<file path="src/hdl/next_lookup_pkg.sv">
/*
  constants, codes and types shared by the next-lookup control block.
  assumes a single core clock domain; no other dependencies.
*/
package next_lookup_pkg;
  // ---------------------------------------------------------------
  // action field widths
  // ---------------------------------------------------------------
  localparam int POINT_W = 5;
  localparam int KIND_W = 5;
  localparam int WORD_ADV_W = 2;
  localparam int HALF_ADV_W = 5;
  localparam int SKIP_SEL_W = 2;
  localparam int LAYER_W = 2;

  // ---------------------------------------------------------------
  // pipeline point codes
  // ---------------------------------------------------------------
  localparam logic [4:0] POINT_NONE = 5'h00;
  localparam logic [4:0] ANALYSIS_FINISHED_POINT = 5'h10;

  // ---------------------------------------------------------------
  // next key kind codes
  // ---------------------------------------------------------------
  localparam logic [4:0] KIND_DEFAULT = 5'h00;
  localparam logic [4:0] KIND_TRIPLE_VLAN = 5'h05;
  localparam logic [4:0] KIND_STANDARD_DST = 5'h08;
  localparam logic [4:0] KIND_LAST_LAYOUT = 5'h10;
  localparam logic [4:0] KIND_LOOKUPS_COMPLETE = 5'h11;

  // ---------------------------------------------------------------
  // layer types and layer-skip codes
  // ---------------------------------------------------------------
  localparam logic [1:0] LINK_LAYER_TYPE = 2'h0;
  localparam logic [1:0] CONTROL_WORD_LAYER = 2'h1;
  localparam logic [1:0] LABEL_LAYER = 2'h2;
  localparam logic [1:0] RAW_DATA_LAYER = 2'h3;
  localparam logic [1:0] SKIP_NONE = 2'h0;
  localparam logic [1:0] SKIP_LINK_LAYER = 2'h1;
  localparam logic [1:0] SKIP_NETWORK_AND_LINK_LAYERS = 2'h2;
  localparam logic [1:0] RESERVED_CODE = 2'h3;
  localparam logic [3:0] IP_VERSION_4 = 4'h4;
  localparam logic [3:0] IP_VERSION_6 = 4'h6;

  // ---------------------------------------------------------------
  // byte sizes used for pointer moves
  // ---------------------------------------------------------------
  localparam int MAC_PAIR_BYTES = 12;
  localparam int VLAN_TAG_BYTES = 4;
  localparam int IPV6_HDR_BYTES = 40;
  localparam int IPV4_WORD_BYTES = 4;
  localparam int WORD_BYTES = 4;
  localparam int HALF_BYTES = 2;
  localparam int LABEL_BYTES = 4;

  // ---------------------------------------------------------------
  // register map
  // ---------------------------------------------------------------
  localparam logic [11:0] REG_CTRL_ADDR = 12'h000;
  localparam logic [11:0] REG_STATUS_ADDR = 12'h004;
  localparam logic [11:0] REG_COUNT_ADDR = 12'h008;
  localparam logic [31:0] CTRL_RESET = 32'h0000_0000;
  localparam int CHOICE_W = 4;
  localparam int COUNT_W = 16;

  // ---------------------------------------------------------------
  // key layouts
  // ---------------------------------------------------------------
  typedef enum logic [4:0] {
    KL_DEFAULT,
    KL_LABEL_LINK,
    KL_SINGLE_LABEL,
    KL_DOUBLE_LABEL,
    KL_TRIPLE_LABEL,
    KL_TRIPLE_VLAN_ID,
    KL_TRIPLE_VLAN_ID_INDEX,
    KL_LINK_FULL,
    KL_STANDARD,
    KL_STANDARD_DST,
    KL_SEVEN_TUPLE,
    KL_STD_FIVE_TUPLE,
    KL_PURE_FIVE_TUPLE,
    KL_CUSTOM_A,
    KL_CUSTOM_B,
    KL_CUSTOM_C,
    KL_DOUBLE_VID_INDEX,
    KL_TAG
  } key_layout_t;
endpackage : next_lookup_pkg

</file>
<file path="src/hdl/classifier_next_lookup_ctrl.sv">
/*
  next-step action handling of a classification match: pipeline point,
  forced key layout, frame pointer advance, plus an apb register slave.
  assumes action fields arrive from same-clock logic with action_valid.
*/
// What this block does
// - forced pipeline point applied only when enabled
// - next key kind zero keeps default selection
// - kinds one to sixteen map fixed layouts
// - kind five picks triple vlan key variant
// - kind eight substitutes destination mac and address
// - kind seventeen completes and disables remaining lookups
// - advance pointer by word offset, four bytes
// - advance pointer by halfword offset, two bytes
// - skipped labels moved automatically, not in offsets
// - layer move first, then fixed offset added
// - layer-skip selector, zero none, three reserved
// - skip code one skips link layer
// - skip code two skips link and ip
// - skip code two on control word skips ip
// - ipv4 skip includes header options
// - two-bit layer type encoding
module classifier_next_lookup_ctrl
  import next_lookup_pkg::*;
#(
  parameter int PTR_W = 8
) (
  // clock and reset
  input wire logic sys_clk,
  input wire logic rst_b,
  // apb slave
  input wire logic psel,
  input wire logic penable,
  input wire logic pwrite,
  input wire logic [11:0] paddr,
  input wire logic [31:0] pwdata,
  output logic pready,
  output logic [31:0] prdata,
  output logic pslverr,
  // action from lookup
  input wire logic action_valid,
  input wire logic [1:0] lookup_idx,
  input wire logic pipeline_force_enable,
  input wire logic [POINT_W-1:0] forced_pipeline_point,
  input wire logic [KIND_W-1:0] next_key_kind,
  input wire logic [WORD_ADV_W-1:0] word_pointer_advance,
  input wire logic [HALF_ADV_W-1:0] halfword_pointer_advance,
  input wire logic [SKIP_SEL_W-1:0] layer_skip_select,
  // parse state
  input wire logic frame_start,
  input wire logic [PTR_W-1:0] frame_ptr_in,
  input wire logic [LAYER_W-1:0] layer_type,
  input wire logic [1:0] skipped_labels,
  input wire logic [1:0] vlan_count,
  input wire logic [3:0] ip_version,
  input wire logic [3:0] ipv4_hdr_words,
  // to next key generator
  output logic step_valid,
  output logic point_apply,
  output logic [POINT_W-1:0] point_out,
  output logic analysis_finished,
  output logic key_override,
  output key_layout_t key_layout,
  output logic source_mac_key_field_dst,
  output logic ipv4_source_key_field_dst,
  output logic lookups_complete,
  output logic lookups_disabled,
  output logic [PTR_W-1:0] frame_ptr_out
);
  // ---------------------------------------------------------------
  // reset release
  // ---------------------------------------------------------------
  logic [1:0] rst_sync_r;
  logic rst_n;

  always_ff @(posedge sys_clk or negedge rst_b) begin
    if (!rst_b) begin
      rst_sync_r <= 2'b00;
    end else begin
      rst_sync_r <= {rst_sync_r[0], 1'b1};
    end
  end
  assign rst_n = rst_sync_r[1];

  // ---------------------------------------------------------------
  // apb registers
  // ---------------------------------------------------------------
  logic [CHOICE_W-1:0] ctrl_r;
  logic [CHOICE_W-1:0] ctrl_nxt;
  logic [31:0] prdata_r;
  logic [31:0] prdata_nxt;
  logic [COUNT_W-1:0] count_r;
  logic [COUNT_W-1:0] count_nxt;
  logic [KIND_W-1:0] last_kind_r;
  logic [KIND_W-1:0] last_kind_nxt;
  logic addr_hit;

  always_comb begin
    addr_hit = (paddr == REG_CTRL_ADDR) || (paddr == REG_STATUS_ADDR) || (paddr == REG_COUNT_ADDR);
    ctrl_nxt = ctrl_r;
    if (psel && penable && pwrite && paddr == REG_CTRL_ADDR) begin
      ctrl_nxt = pwdata[CHOICE_W-1:0];
    end
    prdata_nxt = prdata_r;
    if (psel && !penable) begin
      case (paddr)
        REG_CTRL_ADDR: prdata_nxt = {{(32-CHOICE_W){1'b0}}, ctrl_r};
        REG_STATUS_ADDR: prdata_nxt = {26'h0, lookups_disabled, last_kind_r};
        REG_COUNT_ADDR: prdata_nxt = {{(32-COUNT_W){1'b0}}, count_r};
        default: prdata_nxt = 32'h0000_0000;
      endcase
    end
    count_nxt = action_valid ? COUNT_W'(count_r + 1'b1) : count_r;
    last_kind_nxt = action_valid ? next_key_kind : last_kind_r;
  end

  always_ff @(posedge sys_clk or negedge rst_n) begin
    if (!rst_n) begin
      ctrl_r <= CTRL_RESET[CHOICE_W-1:0];
      prdata_r <= 32'h0000_0000;
      count_r <= '0;
      last_kind_r <= '0;
    end else begin
      ctrl_r <= ctrl_nxt;
      prdata_r <= prdata_nxt;
      count_r <= count_nxt;
      last_kind_r <= last_kind_nxt;
    end
  end

  assign pready = psel & penable;
  assign prdata = prdata_r;
  assign pslverr = psel & penable & ~addr_hit;

  // ---------------------------------------------------------------
  // pointer arithmetic
  // ---------------------------------------------------------------
  logic [PTR_W-1:0] skip_bytes;
  logic skip_taken;
  logic [PTR_W-1:0] base_ptr;
  logic [PTR_W-1:0] layer_ptr;
  logic [PTR_W-1:0] fixed_bytes;

  layer_skip_len #(
    .LEN_W(PTR_W)
  ) u_skip (
    .skip_sel(layer_skip_select),
    .layer_type(layer_type),
    .vlan_count(vlan_count),
    .ip_version(ip_version),
    .ipv4_hdr_words(ipv4_hdr_words),
    .skip_bytes(skip_bytes),
    .skip_taken(skip_taken)
  );

  always_comb begin
    base_ptr = PTR_W'(frame_ptr_in + LABEL_BYTES * int'(skipped_labels));
    layer_ptr = PTR_W'(base_ptr + skip_bytes);
    fixed_bytes = PTR_W'(WORD_BYTES * int'(word_pointer_advance)
      + HALF_BYTES * int'(halfword_pointer_advance));
  end

  // ---------------------------------------------------------------
  // action decode
  // ---------------------------------------------------------------
  logic valid_r, valid_nxt;
  logic apply_r, apply_nxt;
  logic [POINT_W-1:0] point_r, point_nxt;
  logic override_r, override_nxt;
  key_layout_t layout_r, layout_nxt;
  logic dst_r, dst_nxt;
  logic done_r, done_nxt;
  logic disabled_r, disabled_nxt;
  logic [PTR_W-1:0] ptr_r, ptr_nxt;

  always_comb begin
    valid_nxt = action_valid;
    apply_nxt = apply_r;
    point_nxt = point_r;
    override_nxt = override_r;
    layout_nxt = layout_r;
    dst_nxt = dst_r;
    done_nxt = 1'b0;
    ptr_nxt = ptr_r;
    disabled_nxt = frame_start ? 1'b0 : disabled_r;
    if (action_valid) begin
      apply_nxt = pipeline_force_enable;
      point_nxt = pipeline_force_enable ? forced_pipeline_point : POINT_NONE;
      override_nxt = (next_key_kind != KIND_DEFAULT) && (next_key_kind <= KIND_LAST_LAYOUT);
      dst_nxt = (next_key_kind == KIND_STANDARD_DST);
      ptr_nxt = PTR_W'(layer_ptr + fixed_bytes);
      case (next_key_kind)
        5'h01: layout_nxt = KL_LABEL_LINK;
        5'h02: layout_nxt = KL_SINGLE_LABEL;
        5'h03: layout_nxt = KL_DOUBLE_LABEL;
        5'h04: layout_nxt = KL_TRIPLE_LABEL;
        KIND_TRIPLE_VLAN: layout_nxt = ctrl_r[lookup_idx] ? KL_TRIPLE_VLAN_ID_INDEX : KL_TRIPLE_VLAN_ID;
        5'h06: layout_nxt = KL_LINK_FULL;
        5'h07: layout_nxt = KL_STANDARD;
        KIND_STANDARD_DST: layout_nxt = KL_STANDARD_DST;
        5'h09: layout_nxt = KL_SEVEN_TUPLE;
        5'h0A: layout_nxt = KL_STD_FIVE_TUPLE;
        5'h0B: layout_nxt = KL_PURE_FIVE_TUPLE;
        5'h0C: layout_nxt = KL_CUSTOM_A;
        5'h0D: layout_nxt = KL_CUSTOM_B;
        5'h0E: layout_nxt = KL_CUSTOM_C;
        5'h0F: layout_nxt = KL_DOUBLE_VID_INDEX;
        KIND_LAST_LAYOUT: layout_nxt = KL_TAG;
        KIND_LOOKUPS_COMPLETE: begin
          layout_nxt = KL_DEFAULT;
          done_nxt = 1'b1;
          disabled_nxt = 1'b1;
        end
        default: layout_nxt = KL_DEFAULT;
      endcase
    end
  end

  always_ff @(posedge sys_clk or negedge rst_n) begin
    if (!rst_n) begin
      valid_r <= 1'b0;
      apply_r <= 1'b0;
      point_r <= POINT_NONE;
      override_r <= 1'b0;
      layout_r <= KL_DEFAULT;
      dst_r <= 1'b0;
      done_r <= 1'b0;
      disabled_r <= 1'b0;
      ptr_r <= '0;
    end else begin
      valid_r <= valid_nxt;
      apply_r <= apply_nxt;
      point_r <= point_nxt;
      override_r <= override_nxt;
      layout_r <= layout_nxt;
      dst_r <= dst_nxt;
      done_r <= done_nxt;
      disabled_r <= disabled_nxt;
      ptr_r <= ptr_nxt;
    end
  end

  assign step_valid = valid_r;
  assign point_apply = apply_r;
  assign point_out = point_r;
  assign analysis_finished = apply_r && (point_r == ANALYSIS_FINISHED_POINT);
  assign key_override = override_r;
  assign key_layout = layout_r;
  assign source_mac_key_field_dst = dst_r;
  assign ipv4_source_key_field_dst = dst_r;
  assign lookups_complete = done_r;
  assign lookups_disabled = disabled_r;
  assign frame_ptr_out = ptr_r;

  // ---------------------------------------------------------------
  // assertions
  // ---------------------------------------------------------------
  a_point_gated: assert property (@(posedge sys_clk) disable iff (!rst_n)
    action_valid && !pipeline_force_enable |=> !point_apply && point_out == POINT_NONE)
    else $error("pipeline point applied without enable");
  a_point_value: assert property (@(posedge sys_clk) disable iff (!rst_n)
    action_valid && pipeline_force_enable |=> point_apply && point_out == $past(forced_pipeline_point))
    else $error("forced pipeline point not applied");
  a_default_key: assert property (@(posedge sys_clk) disable iff (!rst_n)
    action_valid && next_key_kind == KIND_DEFAULT |=> !key_override && key_layout == KL_DEFAULT)
    else $error("default key selection overruled");
  a_layout_map: assert property (@(posedge sys_clk) disable iff (!rst_n)
    action_valid && next_key_kind == 5'h0C |=> key_override && key_layout == KL_CUSTOM_A)
    else $error("key layout mapping wrong");
  a_triple_choice: assert property (@(posedge sys_clk) disable iff (!rst_n)
    action_valid && next_key_kind == KIND_TRIPLE_VLAN |=>
      key_layout == ($past(ctrl_r[lookup_idx]) ? KL_TRIPLE_VLAN_ID_INDEX : KL_TRIPLE_VLAN_ID))
    else $error("triple vlan key choice wrong");
  a_dst_subst: assert property (@(posedge sys_clk) disable iff (!rst_n)
    action_valid |=> source_mac_key_field_dst == ($past(next_key_kind) == KIND_STANDARD_DST))
    else $error("destination substitution wrong");
  a_done_sticky: assert property (@(posedge sys_clk) disable iff (!rst_n)
    action_valid && next_key_kind == KIND_LOOKUPS_COMPLETE |=> lookups_complete && lookups_disabled
      ##1 (lookups_disabled || $past(frame_start)))
    else $error("lookups not disabled after completion");
  a_fixed_advance: assert property (@(posedge sys_clk) disable iff (!rst_n)
    action_valid && layer_skip_select == SKIP_NONE |=> frame_ptr_out == PTR_W'($past(frame_ptr_in)
      + 4 * $past(skipped_labels) + 4 * $past(word_pointer_advance) + 2 * $past(halfword_pointer_advance)))
    else $error("fixed pointer advance wrong");
  a_reserved_skip: assert property (@(posedge sys_clk) disable iff (!rst_n)
    action_valid && (layer_skip_select == RESERVED_CODE || layer_type == RAW_DATA_LAYER) |=>
      frame_ptr_out == PTR_W'($past(frame_ptr_in) + 4 * $past(skipped_labels)
      + 4 * $past(word_pointer_advance) + 2 * $past(halfword_pointer_advance)))
    else $error("reserved skip moved pointer");
  a_link_skip: assert property (@(posedge sys_clk) disable iff (!rst_n)
    action_valid && layer_skip_select == SKIP_LINK_LAYER && layer_type == LINK_LAYER_TYPE |=>
      frame_ptr_out == PTR_W'($past(frame_ptr_in) + 4 * $past(skipped_labels) + 12 + 4 * $past(vlan_count)
      + 4 * $past(word_pointer_advance) + 2 * $past(halfword_pointer_advance)))
    else $error("link layer skip wrong");
  a_ipv4_options: assert property (@(posedge sys_clk) disable iff (!rst_n)
    action_valid && layer_skip_select == SKIP_NETWORK_AND_LINK_LAYERS && layer_type == CONTROL_WORD_LAYER
      && ip_version == IP_VERSION_4 |=> frame_ptr_out == PTR_W'($past(frame_ptr_in) + 4 * $past(skipped_labels)
      + 4 * $past(ipv4_hdr_words) + 4 * $past(word_pointer_advance) + 2 * $past(halfword_pointer_advance)))
    else $error("ipv4 header skip wrong");
  a_apb_ready: assert property (@(posedge sys_clk) disable iff (!rst_n)
    psel && !penable ##1 psel && penable |-> pready && prdata == $past(prdata_nxt))
    else $error("apb access answer wrong");
  a_ctrl_readback: assert property (@(posedge sys_clk) disable iff (!rst_n)
    psel && !penable && !pwrite && paddr == REG_CTRL_ADDR ##1 psel && penable |->
      !pslverr && prdata == {{(32-CHOICE_W){1'b0}}, $past(ctrl_r)})
    else $error("control register read back wrong");
endmodule : classifier_next_lookup_ctrl

</file>
<file path="src/hdl/layer_skip_len.sv">
/*
  combinational length of the protocol layers skipped by a layer-skip code.
  assumes parse fields are stable and on the core clock.
*/
module layer_skip_len
  import next_lookup_pkg::*;
#(
  parameter int LEN_W = 8
) (
  // selection
  input wire logic [1:0] skip_sel,
  input wire logic [1:0] layer_type,
  // parse state
  input wire logic [1:0] vlan_count,
  input wire logic [3:0] ip_version,
  input wire logic [3:0] ipv4_hdr_words,
  // result
  output logic [LEN_W-1:0] skip_bytes,
  output logic skip_taken
);
  // ---------------------------------------------------------------
  // layer lengths
  // ---------------------------------------------------------------
  logic [LEN_W-1:0] link_len;
  logic [LEN_W-1:0] ip_len;
  logic ip_known;

  always_comb begin
    link_len = LEN_W'(MAC_PAIR_BYTES + VLAN_TAG_BYTES * int'(vlan_count));
    ip_known = (ip_version == IP_VERSION_4) || (ip_version == IP_VERSION_6);
    if (ip_version == IP_VERSION_4) begin
      ip_len = LEN_W'(IPV4_WORD_BYTES * int'(ipv4_hdr_words));
    end else begin
      ip_len = LEN_W'(IPV6_HDR_BYTES);
    end
    skip_bytes = '0;
    skip_taken = 1'b0;
    case (skip_sel)
      SKIP_LINK_LAYER: begin
        if (layer_type == LINK_LAYER_TYPE) begin
          skip_bytes = link_len;
          skip_taken = 1'b1;
        end
      end
      SKIP_NETWORK_AND_LINK_LAYERS: begin
        if (layer_type == LINK_LAYER_TYPE && ip_known) begin
          skip_bytes = LEN_W'(link_len + ip_len);
          skip_taken = 1'b1;
        end else if (layer_type == CONTROL_WORD_LAYER && ip_known) begin
          skip_bytes = ip_len;
          skip_taken = 1'b1;
        end
      end
      default: begin
        skip_bytes = '0;
        skip_taken = 1'b0;
      end
    endcase
  end
endmodule : layer_skip_len

</file>
<file path="config.mk">
export PLATFORM = sky130hd
export DESIGN_NAME = classifier_next_lookup_ctrl
export DESIGN_NICKNAME = d
export VERILOG_FILES = /design/src/hdl/next_lookup_pkg.sv /design/src/hdl/classifier_next_lookup_ctrl.sv /design/src/hdl/layer_skip_len.sv
export SDC_FILE = /design/constraint.sdc
export NUM_CORES = 1
export LEC_CHECK = 0
export ABC_AREA = 1
export BUFFER_PORTS_ARGS = -buffer_cell sky130_fd_sc_hd__clkbuf_2
export CAP_MARGIN = 20
export CORE_MARGIN = 5
export CORE_UTILIZATION = 46
export DETAILED_ROUTE_END_ITERATION = 8
export HOLD_SLACK_MARGIN = 0.12
export PLACE_DENSITY = 0.85
export SKIP_LAST_GASP = 1
export SYNTH_ARGS = -nofsm -noshare
export SYNTH_HDL_FRONTEND = slang
export SYNTH_HIERARCHICAL = 1
export SYNTH_SLANG_ARGS = --single-unit
</file>
<file path="constraint.sdc">
create_clock -name sys_clk -period 1.8 [get_ports sys_clk]
set_input_delay 0.36 -clock sys_clk [delete_from_list [all_inputs] [get_ports sys_clk]]
set_output_delay 0.36 -clock sys_clk [all_outputs]
set_load 0.1 [all_outputs]
</file>
Yosys cells after proc, flatten, opt, wreduce, memory -nomap -nowiden

Cells that the tools add are included.

Input bits: 95
Word-level logic and storage cells: 82
Output and inout port bits: 60
Flip-flop bits (word level): 83

Add/sub/neg operators: 7
Reductions and logical operators: 15
$lt $le $gt $ge: 2
Bitwise gates (word level): 3
Muxes and demuxes: 16
Equal/unequal tests: 25

Operator list:

| cell                                                                   | number |
|---|---|
| 5-bit case mux with 16 select lines                                    | 1 |
| 16-bit case mux with 3 select lines                                    | 1 |
| 5-bit by 4-bit equality test with 1-bit output, second input constant  | 8 |
| 5-bit by 3-bit equality test with 1-bit output, second input constant  | 4 |
| 16-bit by 1-bit adder with 16-bit output, second input constant        | 1 |
| 8-bit two-way mux                                                      | 2 |
| 8-bit case mux with 2 select lines                                     | 1 |
| 5-bit equality test, second input constant                             | 3 |
| 12-bit by 3-bit equality test with 1-bit output, second input constant | 1 |
| 12-bit by 4-bit equality test with 1-bit output, second input constant | 1 |
| 12-bit zero test                                                       | 1 |
| 6-bit two-way mux                                                      | 2 |
| 5-bit by 2-bit equality test with 1-bit output, second input constant  | 2 |
| 8-bit by 4-bit adder with 8-bit output                                 | 1 |
| 8-bit by 6-bit adder with 8-bit output                                 | 1 |
| 8-bit by 7-bit adder with 8-bit output                                 | 1 |
| 8-bit adder                                                            | 1 |
| 4-bit by 3-bit equality test with 1-bit output, second input constant  | 2 |
| 1-bit logical AND                                                      | 8 |
| 4-bit by 6-bit adder with 7-bit output                                 | 1 |
| 1-bit two-way mux                                                      | 6 |
| 4-bit by 4-bit adder with 5-bit output, first input constant           | 1 |
| 5-bit by 1-bit equality test with 1-bit output, second input constant  | 1 |
| 5-bit <= comparator, second input constant                             | 1 |
| 12 further kinds                                                       | 16 |

Logic depth before layout (Yosys ltp)

Gate-level depths: netlist (run 1).

Depth after elaboration: 8
Gate-level depth with buffers: 24
Gate-level depth less buffers: 24

Cells and area by module

The synthesis (run 1) kept the hierarchy.

Modules (own cells, without submodules):

| module                      | instances | cells an instance | area each (µm²) |
|---|---|---|---|
| classifier_next_lookup_ctrl | 1         | 477               | 3865.0 |
| layer_skip_len              | 1         | 79                | 432.9 |

Worst setup path after synthesis (run 1)

No wires, ideal clock.

Path type: input-to-reg
Start point: input ip_version[2]
End point: register ptr_r[7] (netlist: frame_ptr_out[7])
Arrival: 3.526 ns
Stages: 23
Slack: -1.846 ns
Setup time: 0.120 ns
Required time: 1.680 ns
Cell sequence: inv_1 nor2_4 nand3_1 inv_1 ha_1 fa_1 nand2_1 nand2_1 nand3_1 nand3_1 a21oi_1 fa_1 ha_1 ha_1 fa_1 nand3_1 nand3_1 nand2_1 nand2_1 inv_1 nand2_1 nand3_1 nand2_1

Cells in the longest elaborated chain, start to end: 8
Elaborated cells between the ends (all ways): 12

RTL lines:

| what                                                                           | RTL line                           | text |
|---|---|---|
| from (decl)                                                                    | classifier_next_lookup_ctrl.sv:55  | `input wire logic [3:0] ip_version,` |
| branches (longest 4 deep; another with 8-bit by 6-bit adder with 8-bit output) | n/a                                |  |
| 8-bit two-way mux (*)                                                          | layer_skip_len.sv:46               | `if (layer_type == LINK_LAYER_TYPE && ip_known) begin` |
| 8-bit case mux with 2 select lines (*)                                         | layer_skip_len.sv:38               | `case (skip_sel)` |
| via skip_bytes[4]                                                              | classifier_next_lookup_ctrl.sv:138 | `logic [PTR_W-1:0] skip_bytes;` |
| 8-bit adder (*)                                                                | classifier_next_lookup_ctrl.sv:158 | `layer_ptr = PTR_W'(base_ptr + skip_bytes);` |
| 8-bit by 7-bit adder with 8-bit output (*)                                     | classifier_next_lookup_ctrl.sv:191 | `ptr_nxt = PTR_W'(layer_ptr + fixed_bytes);` |
| to (signal assigned)                                                           | classifier_next_lookup_ctrl.sv:239 | `ptr_r <= ptr_nxt;` |
| to (decl)                                                                      | classifier_next_lookup_ctrl.sv:174 | `logic [PTR_W-1:0] ptr_r, ptr_nxt;` |

Mark *: on every way through the listed nets, which the timed path passes.
A chain may end at the register's enable or synchronous reset.

Worst setup path in the final report (run 1)

Start point: input ip_version[2]
End point: register ptr_r[5] (netlist: frame_ptr_out[5])

Same word-level chain as after synthesis.

==> results.ini, run 1 <==
[outcome]
status = complete, but fails checks
violations = setup timing

[sta]
fin_ws_ns = -1.47
period_share = 1.82
tightestPinTransition_ns = 0.584
rsz0062_at_grt = yes
max-slew-margin-rel = 0.612
hold_viol = 0
clock_skew_ns = 0.0123
max_freq_mhz = 305
setup_viol = 6
period_minus_slack_ns = 3.27
finalMaxSlewViolations = 0

[setup_path]
required_ns = 2.08
cp_cell_sequence = clkbuf_16 -> inv_12 -> nor2_4 -> nand3_2 -> inv_2 -> ha_4 -> fa_2 -> inv_1 -> nand2_1 -> nand2_2 -> nand3_2 -> nand3_2 -> a21oi_4 -> fa_1 -> ha_4 -> ha_4 -> fa_2 -> buf_4 -> buf_4 -> a21oi_2 -> o21ai_1 -> nand2_1
critical_path.startpoint = ip_version[2]
reg2reg_depth = 8
cp_num_buf_inv = 6
cpMaxStageDelayCell = fa_1
arrival_ns = 3.55
ff2ff_setup_slack_ns = 0.29
critPathLaunchType = primary input
worst_setup_path_end_kind = register
cp_top_family = adder cells
rr_startpoint = count_r[0]$_DFFE_PN0P_
r2r_end = count_r[12]$_DFFE_PN0P_
crit_path_max_fanout = 4
crit_type = primary input to register
critPathMaxStageDelay_ns = 0.56

[route]
route.antenna.remaining_nets = 0
drt_iter0_markers = 123
via_count = 4020
wl_mm = 10.7
wl_per_cell_um = 13.2
via_per_inst = 4.97
drcViolationCount = 0
drt_pass1_iterations = 4

[clock_tree]
ctsHtreeMaxLevel = 3
clockBufferDepth = 2
cts_tree = yes
insertion_delay_ns = 0.34
clock_sinks = 67
cts.clk_slew.worst_paths_ns = 0.07
clock_tree.root_cell = clkbuf_8
cts_buffers = 9

[die]
die_y_um = 107
start_util = 0.469
num_rows = 35
die_w_um = 107
core_um2 = 9150
ios = 155
die-area_um2 = 11400

[global_routing]
use_met1 = 0.229
grtUsageMet3 = 0.0458
globalRouteOverflowTotal = 0
grtUsageMet2 = 0.339
grt_antenna_before_repair = 0
grt_pass1_vias = 4041
top_usage_layer = met2
grt_pass1_wl_mm = 17.9
track_usage = 0.191
grt_max_degree = 58

[placement]
portBuffers = 110
routabilityCongestion = 0.920
place_hpwl_mm = 8.39
pre_cts_ws_ns = -1.96

[pwr]
leakage_nw = 2.97
ir_worst_vdd_uv = 729
power_density_nw_per_um2 = 894

[synthesis]
syn_avg_cell_area_um2 = 7.73
syn_inst = 555
synth_warnings = 6
netlist_area_um2 = 4290

[layout]
antenna_cells = 0
layout-drive-gt1-share = 0.322
fillers = 792
nets = 819
fin_util = 0.614
area_delta_synth_final_pct = 31.0

[flow_run]
maxCapViolCount = 0

[min_path]
hold_path_class = register to async pin

[cell type report]
| cell class | count | area (µm²) | area share |
|---|---|---|---|
| Multi-Input combinational cell | 395 | 2410 | 0.428 |
| Inverter | 80 | 323 | 0.0574 |
| Tap cell | 111 | 139 | 0.0247 |
| Sequential cell | 67 | 1680 | 0.299 |
| Clock buffer | 9 | 124 | 0.0220 |
| Clock inverter | 7 | 75.1 | 0.0134 |
| Timing Repair Buffer | 140 | 871 | 0.155 |
[layout by cell type, fill, tap and decap left out, types with 3 or more instances in the layout]
| cell type | count |
|---|---|
| a21oi_1 | 4 |
| nor2_4 | 6 |
| buf_4 | 28 |
| nand3_1 | 52 |
| clkbuf_8 | 10 |
| or2_2 | 4 |
| conb_1 | 20 |
| xor2_1 | 6 |
| nand2_2 | 7 |
| fa_1 | 9 |
| dfrtp_1 | 62 |
| nand3_2 | 10 |
| nor2_1 | 31 |
| a31oi_1 | 3 |
| inv_2 | 4 |
| nand4_1 | 4 |
| nand2_1 | 165 |
| o21ai_0 | 17 |
| dfrtp_2 | 5 |
| o31ai_1 | 7 |
| a21oi_2 | 3 |
| ha_4 | 9 |
| ha_1 | 11 |
| buf_12 | 4 |
| nor2_2 | 8 |
| inv_1 | 72 |
| clkbuf_2 | 104 |
[per-stage QoR]
stage	cell area [µm²]	total power [mW]	setup TNS, ns	hold WS (ns)	instances
after floorplan	4490	3.28	-7.17	0.0644	572
final	5620	5.02	-6.27	0.123	809
after global routing	5620	5.30	-6.88	0.149	809
after detailed placement	5220	3.70	-8.96	0.126	788
after CTS	5550	5.02	-5.88	0.130	807
after global placement	5220	3.63	-8.46	0.120	788
[power breakdown]
group          internal, mW  switching (mW)  total, mW
sequential             1.68           0.186       1.86
clock                 0.649           0.605       1.25
combinational         0.514            1.39       1.91
total                  2.84            2.18       5.02
[worst max-delay path by stage]
stage | endpoint | cells past startpoint | slack [ns]
after floorplan | frame_ptr_out[7]$_DFFE_PN0P_ | 23 | -1.56
after global placement | frame_ptr_out[7]$_DFFE_PN0P_ | 24 | -1.83
after detailed placement | frame_ptr_out[6]$_DFFE_PN0P_ | 22 | -1.96
after CTS | frame_ptr_out[7]$_DFFE_PN0P_ | 24 | -1.38
after global routing | frame_ptr_out[7]$_DFFE_PN0P_ | 22 | -1.60
final | frame_ptr_out[5]$_DFFE_PN0P_ | 22 | -1.47
[registers in the layout, summed over array words and instances (netlist names)]
name / count
count_r: 16
ctrl_r: 4
frame_ptr_out: 8
ipv4_source_key_field_dst: 1
key_layout: 5
key_override: 1
last_kind_r: 5
lookups_complete: 1
lookups_disabled: 1
point_apply: 1
point_out: 5
prdata: 16
rst_sync_r: 2
step_valid: 1
[worst reg2reg max path, cell delays in order (launching register included)]
cell and delay, ns:
dfrtp_1 0.45, ha_1 0.18, nand2_1 0.08, nor2_2 0.23
nand3_4 0.12, inv_1 0.09, nand2_1 0.07, xor2_1 0.14
inv_1 0.05
[layer usage]
metal	vias up	part of all wire
met1	1881	0.40
met3	21	0.069
met2	140	0.51
met4	0	0.015
li1	1978	-
met5	-	0
[repair_timing]
item,4_1_cts,5_1_grt
hold endpoints to repair,2,0
pin swaps,18,16
hold buffers,1,0
setup buffers,2,2
resized for setup,17,15
setup endpoints to repair,6,7
(Power assumes the default switching activity.)
==> run 2, diff against run 1 <==
--- a/config.mk
+++ b/config.mk
@@ -8,11 +8,13 @@
 export ABC_AREA = 1
 export BUFFER_PORTS_ARGS = -buffer_cell sky130_fd_sc_hd__clkbuf_2
 export CAP_MARGIN = 20
+export CELL_PAD_IN_SITES_DETAIL_PLACEMENT = 0
+export CELL_PAD_IN_SITES_GLOBAL_PLACEMENT = 1
 export CORE_MARGIN = 5
-export CORE_UTILIZATION = 46
+export CORE_UTILIZATION = 32
 export DETAILED_ROUTE_END_ITERATION = 8
-export HOLD_SLACK_MARGIN = 0.12
-export PLACE_DENSITY = 0.85
+export HOLD_SLACK_MARGIN = 0.15
+export PLACE_DENSITY = 0.84
 export SKIP_LAST_GASP = 1
 export SYNTH_ARGS = -nofsm -noshare
 export SYNTH_HDL_FRONTEND = slang
==> run 2 against run 1 <==
Net effect:
- worst setup slack improved by 0.0075 ns
- critical path depth grew 3
- via count down 2.8%
- the flow still finishes with violations (setup timing)
- largest cell class unchanged
==> results.ini, run 2 (same netlist as run 1, synthesis figures left out) <==
[outcome]
status = complete, but fails checks
violations = setup timing

[placement]
portBuffers = 110
pre_cts_ws_ns = -1.92
dpl.cell_count = 857
place_hpwl_mm = 8.25
routabilityCongestion = 0.831

[setup_path]
critPathLaunchType = primary input
worst_setup_path_end_kind = register
crit_type = primary input to register
crit_path_max_fanout = 4
required_ns = 2.03
arrival_ns = 3.49

[route]
drt_iter0_markers = 208
route.antenna.remaining_nets = 0
drt_pass1_iterations = 4
wl_per_cell_um = 12.0
drcViolationCount = 0
via_count = 3906
wl_mm = 10.6
via_per_inst = 4.42

[sta]
rsz0062_at_grt = yes
fin_ws_ns = -1.47
setup_viol = 6
finalMaxSlewViolations = 0
hold_viol = 0
period_minus_slack_ns = 3.27
period_share = 1.81
max-slew-margin-rel = 0.630
clock_skew_ns = 0.00761
max_freq_mhz = 306
tightestPinTransition_ns = 0.557

[pwr]
seqPwrFrac = 0.346
power_mw = 5.38
leakage_nw = 3.05
combPwrFrac = 0.345
swShare = 0.409
pwr-share-clk = 0.308
ir_worst_vdd_uv = 674
switchingPower_mw = 2.20
intPower_mw = 3.18
power_density_nw_per_um2 = 918

[die]
num_rows = 42
ios = 155
die_y_um = 126
core_um2 = 13200
die_w_um = 126
start_util = 0.325
die-area_um2 = 15800

[clock_tree]
cts_buffers = 9
cts_tree = yes
clock_sinks = 67
clockBufferDepth = 2
cts.clk_slew.worst_paths_ns = 0.06
ctsHtreeMaxLevel = 3
insertion_delay_ns = 0.33
clock_tree.root_cell = clkbuf_16

[layout]
finalNonFillerCells = 884
area_delta_synth_final_pct = 36.5
fillers = 1341
nets = 829
layout_common_cells = nand2_1, clkbuf_2, inv_1
mostFrequentLayoutCell = nand2_1
layout-drive-gt1-share = 0.332
antenna_cells = 0

[flow_run]
maxCapViolCount = 0

[global_routing]
grt_pass1_wl_mm = 18.5
grt_antenna_before_repair = 0
grt_pass1_vias = 4062
grt_max_degree = 55
globalRouteOverflowTotal = 0
track_usage = 0.140

[min_path]
hold_path_class = register to async pin

==> run 2: cell count changes in the layout (fill, tap and decap cells not counted), moves of 2 or more <==
| cell | previous run | this run |
|---|---|---|
| inv_2 | 4 | 7 |
| inv_1 | 72 | 69 |
| buf_6 | 1 | 11 |
| clkinv_4 | 2 | 0 |
| ha_1 | 11 | 13 |
| nand2_1 | 165 | 163 |
| ha_4 | 9 | 7 |
| clkbuf_8 | 10 | 2 |
| clkbuf_16 | 1 | 10 |
| a21oi_1 | 4 | 6 |
| clkinvlp_4 | 2 | 5 |
==> run 2: worst max-delay path, cell delays in order <==
cell and delay (ns):
clkbuf_16 0.13, inv_12 0.04, nor2_4 0.04, nand3_2 0.10, inv_2 0.06, ha_4 0.16, fa_2 0.36, inv_2 0.08
nand2_2 0.05, nand2_2 0.07, nand3_2 0.08, nand3_2 0.09, a21oi_2 0.06, fa_1 0.53, ha_4 0.22, ha_4 0.22
fa_2 0.37, nand3_2 0.10, nand3_2 0.06, nand2_1 0.06, nand2_1 0.06, inv_1 0.05, nand2_1 0.04, nand3_1 0.05
nand2_1 0.05
==> run 2: power by group through the flow <==
stage | clock (mW) | combinational [mW] | sequential, mW
after detailed placement | 0 | 1.82 | 1.89
after global placement | 0 | 1.78 | 1.88
final | 1.66 | 1.86 | 1.86
after CTS | 1.72 | 1.86 | 1.87
after global routing | 1.79 | 2.02 | 1.90
after floorplan | 0 | 0.818 | 2.46
==> run 2: worst paths after layout <==
check / from / end / slack [ns] / cells past startpoint
min in group sys_clk: pwdata[0] / ctrl_r[0]$_DFFE_PN0P_ / 0.23 / 3
max in group asynchronous: rst_sync_r[1]$_DFF_PN0_ / last_kind_r[2]$_DFFE_PN0P_ / 1.08 / 1
max: ip_version[2] / frame_ptr_out[7]$_DFFE_PN0P_ / -1.47 / 25
min reg2reg: rst_sync_r[1]$_DFF_PN0_ / point_out[3]$_DFFE_PN0P_ / 0.15 / 0
max reg2reg: count_r[0]$_DFFE_PN0P_ / count_r[10]$_DFFE_PN0P_ / 0.32 / 7
min: rst_sync_r[1]$_DFF_PN0_ / point_out[3]$_DFFE_PN0P_ / 0.15 / 0
==> run 2: final cells by class <==
cell class / count / area, µm² / share of cell area
clock buffers: 11 / 253 / 0.0431
multi-input cells: 395 / 2370 / 0.405
inverters: 80 / 323 / 0.0551
repair buffers: 150 / 975 / 0.166
flip-flops and latches: 67 / 1680 / 0.287
clock inverters: 5 / 36.3 / 0.00619
well taps: 176 / 220 / 0.0376
==> run 2: per-layer routing <==
metal | part of all wire | global-route usage
met5 | 0 | 0
met4 | 0.018 | 0.0543
met2 | 0.48 | 0.230
met3 | 0.067 | 0.0351
met1 | 0.44 | 0.177
==> run 2: repair_timing <==
item,4_1_cts,5_1_grt
setup buffers,16,3
endpoints found under the hold margin,2,0
hold buffers,1,0
resized for setup,22,20
pin swaps,10,8
setup endpoints to repair,6,7
==> run 2: metrics by stage <==
step | area [µm²] | TNS (ns) | utilization | hold WS [ns]
finish | 5860 | -6.89 | 0.444 | 0.147
CTS | 5810 | -6.78 | 0.440 | 0.165
floorplan | 4490 | -7.17 | - | 0.0644
global placement | 5330 | -8.58 | 0.404 | 0.148
global route | 5860 | -7.74 | 0.444 | 0.190
detailed placement | 5330 | -8.90 | 0.404 | 0.149
==> run 3, diff against run 2 <==
--- a/config.mk
+++ b/config.mk
@@ -8,7 +8,7 @@
 export ABC_AREA = 1
 export BUFFER_PORTS_ARGS = -buffer_cell sky130_fd_sc_hd__clkbuf_2
 export CAP_MARGIN = 20
-export CELL_PAD_IN_SITES_DETAIL_PLACEMENT = 0
+export CELL_PAD_IN_SITES_DETAIL_PLACEMENT = 1
 export CELL_PAD_IN_SITES_GLOBAL_PLACEMENT = 1
 export CORE_MARGIN = 5
 export CORE_UTILIZATION = 32
==> run 3 against run 2 <==
Net effect:
- the run still ends with setup timing left
- combinational power rose by 4%
- sequential share of layout area down 0.098 points
- via count grew 3.7%
- global-route usage up 2.1 points
- hold slack better by 0.010 ns
- worst setup slack gained 0.065 ns
- register-to-register slack got worse by 0.07 ns
- clock skew fell by 0.0011 ns
- critical path depth fell by 4
==> results.ini, run 3 (same netlist as run 1, synthesis figures left out) <==
[route]
drt_iter0_markers = 182
via_per_inst = 4.61
drcViolationCount = 0
route.antenna.remaining_nets = 0
via_count = 4049
drt_pass1_iterations = 4
wl_mm = 12.6
wl_per_cell_um = 14.4

[setup_path]
crit_type = primary input to register
worst_setup_path_end_kind = register
critPathMaxStageDelay_ns = 0.47
cp_num_buf_inv = 5
cp_top_family = adder cells
crit_path_max_fanout = 4
cpMaxStageDelayCell = fa_1
crit_top_cell = ha_4
arrival_ns = 3.47
critPathLaunchType = primary input
required_ns = 2.07
cp_cell_sequence = buf_12 -> inv_12 -> nor2_4 -> nand3_2 -> inv_2 -> ha_4 -> fa_2 -> nand2_2 -> nand2_1 -> nand3_1 -> nand3_1 -> a21oi_2 -> fa_1 -> ha_4 -> ha_4 -> fa_2 -> buf_4 -> buf_6 -> a21oi_1 -> o21ai_1 -> nand2_1

[placement]
routabilityCongestion = 0.831
postPlaceCellArea_um2 = 5330
portBuffers = 110
place_hpwl_mm = 9.90
pre_cts_ws_ns = -1.97
dpl.cell_count = 857

[clock_tree]
clock_sinks = 67
cts.clk_slew.worst_paths_ns = 0.06
cts_buffers = 9
insertion_delay_ns = 0.33
clockBufferDepth = 2
clock_tree.root_cell = clkbuf_16
ctsHtreeMaxLevel = 3
cts_tree = yes

[global_routing]
globalRouteOverflowTotal = 0
grt_antenna_before_repair = 0
grt_pass1_wl_mm = 21.2
grt_max_degree = 55
grt_pass1_vias = 4445
track_usage = 0.161

[layout]
finalNonFillerCells = 879
layout_common_cells = nand2_1, clkbuf_2, inv_1
mostFrequentLayoutCell = nand2_1
fin_area_um2 = 5880
nets = 824
fin_util = 0.446
area_delta_synth_final_pct = 37.0
antenna_cells = 0
layout-drive-gt1-share = 0.330
fillers = 1632

[min_path]
hold_path_class = register to async pin

[sta]
period_share = 1.78
tightestPinTransition_ns = 0.554
setup_viol = 6
finalMaxSlewViolations = 0
hold_viol = 0
whs_ns = 0.157
clock_skew_ns = 0.00653
rsz0062_at_grt = yes
period_minus_slack_ns = 3.20
max-slew-margin-rel = 0.632
fin_ws_ns = -1.40
max_freq_mhz = 312

[die]
ios = 155
die_w_um = 126
num_rows = 42
die-area_um2 = 15800
die_y_um = 126
core_um2 = 13200
start_util = 0.325

[flow_run]
maxCapViolCount = 0

[pwr]
ir_worst_vdd_uv = 782
leakage_nw = 3.06
power_density_nw_per_um2 = 969

[outcome]
status = complete, but fails checks
violations = setup timing

==> run 3: cell types whose count changed in the layout (fill, tap and decap cells not counted), moves of 2 or more <==
| cell | before | now |
|---|---|---|
| buf_6 | 11 | 5 |
| buf_4 | 28 | 32 |
| clkbuf_2 | 105 | 101 |
| clkinvlp_4 | 5 | 2 |
| bufinv_16 | 0 | 2 |
| clkbuf_8 | 2 | 0 |
| clkinv_4 | 0 | 2 |
| ha_1 | 13 | 11 |
| ha_4 | 7 | 9 |
| inv_2 | 7 | 5 |
==> run 3: per-layer routing <==
metal | up-vias | GRT usage | share of wire
met5 | - | 0 | 0
met4 | 0 | 0.0486 | 0.015
met3 | 14 | 0.0267 | 0.043
met2 | 100 | 0.297 | 0.53
met1 | 1943 | 0.192 | 0.41
li1 | 1992 | - | -
==> run 3: layout make-up <==
type,count,area (µm²),area share
flip-flops and latches,67,1680,0.286
clock buffers,9,225,0.0383
multi-input cells,395,2400,0.407
well taps,176,220,0.0374
clock inverters,7,100,0.0170
repair buffers,145,927,0.158
inverters,80,330,0.0562
==> run 3: what timing repair did <==
| item | 4_1_cts | 5_1_grt |
|---|---|---|
| endpoints found under the setup margin | 6 | 6 |
| pin swaps | 19 | 10 |
| resized for setup | 24 | 20 |
| hold buffers | 1 | 0 |
| setup buffers | 4 | 1 |
| endpoints found under the hold margin | 2 | 0 |
==> run 3: worst paths after layout <==
path	from	end	slack, ns	depth (start not counted)
hold reg to reg	rst_sync_r[1]$_DFF_PN0_	point_out[0]$_DFFE_PN0P_	0.16	0
setup / recovery	ip_version[2]	frame_ptr_out[5]$_DFFE_PN0P_	-1.40	21
setup reg to reg	count_r[0]$_DFFE_PN0P_	count_r[12]$_DFFE_PN0P_	0.25	8
max in group asynchronous	rst_sync_r[1]$_DFF_PN0_	prdata[3]$_DFFE_PN0P_	1.06	1
min in group sys_clk	pwdata[0]	ctrl_r[0]$_DFFE_PN0P_	0.24	3
hold / removal	rst_sync_r[1]$_DFF_PN0_	point_out[0]$_DFFE_PN0P_	0.16	0
==> run 3: where the power goes <==
group	switching, mW	leakage (nW)	internal [mW]	total [mW]
clock	0.676	0.160	1.22	1.90
sequential	0.189	0.855	1.68	1.87
combinational	1.40	2.04	0.528	1.93
==> run 3: metrics by stage <==
step | TNS [ns] | total power [mW]
4_1_cts | -6.10 | 5.74
5_1_grt | -6.87 | 6.00
3_5_place_dp | -9.06 | 3.74
6_report | -6.09 | 5.70
3_3_place_gp | -8.58 | 3.66
2_1_floorplan | -7.17 | 3.28
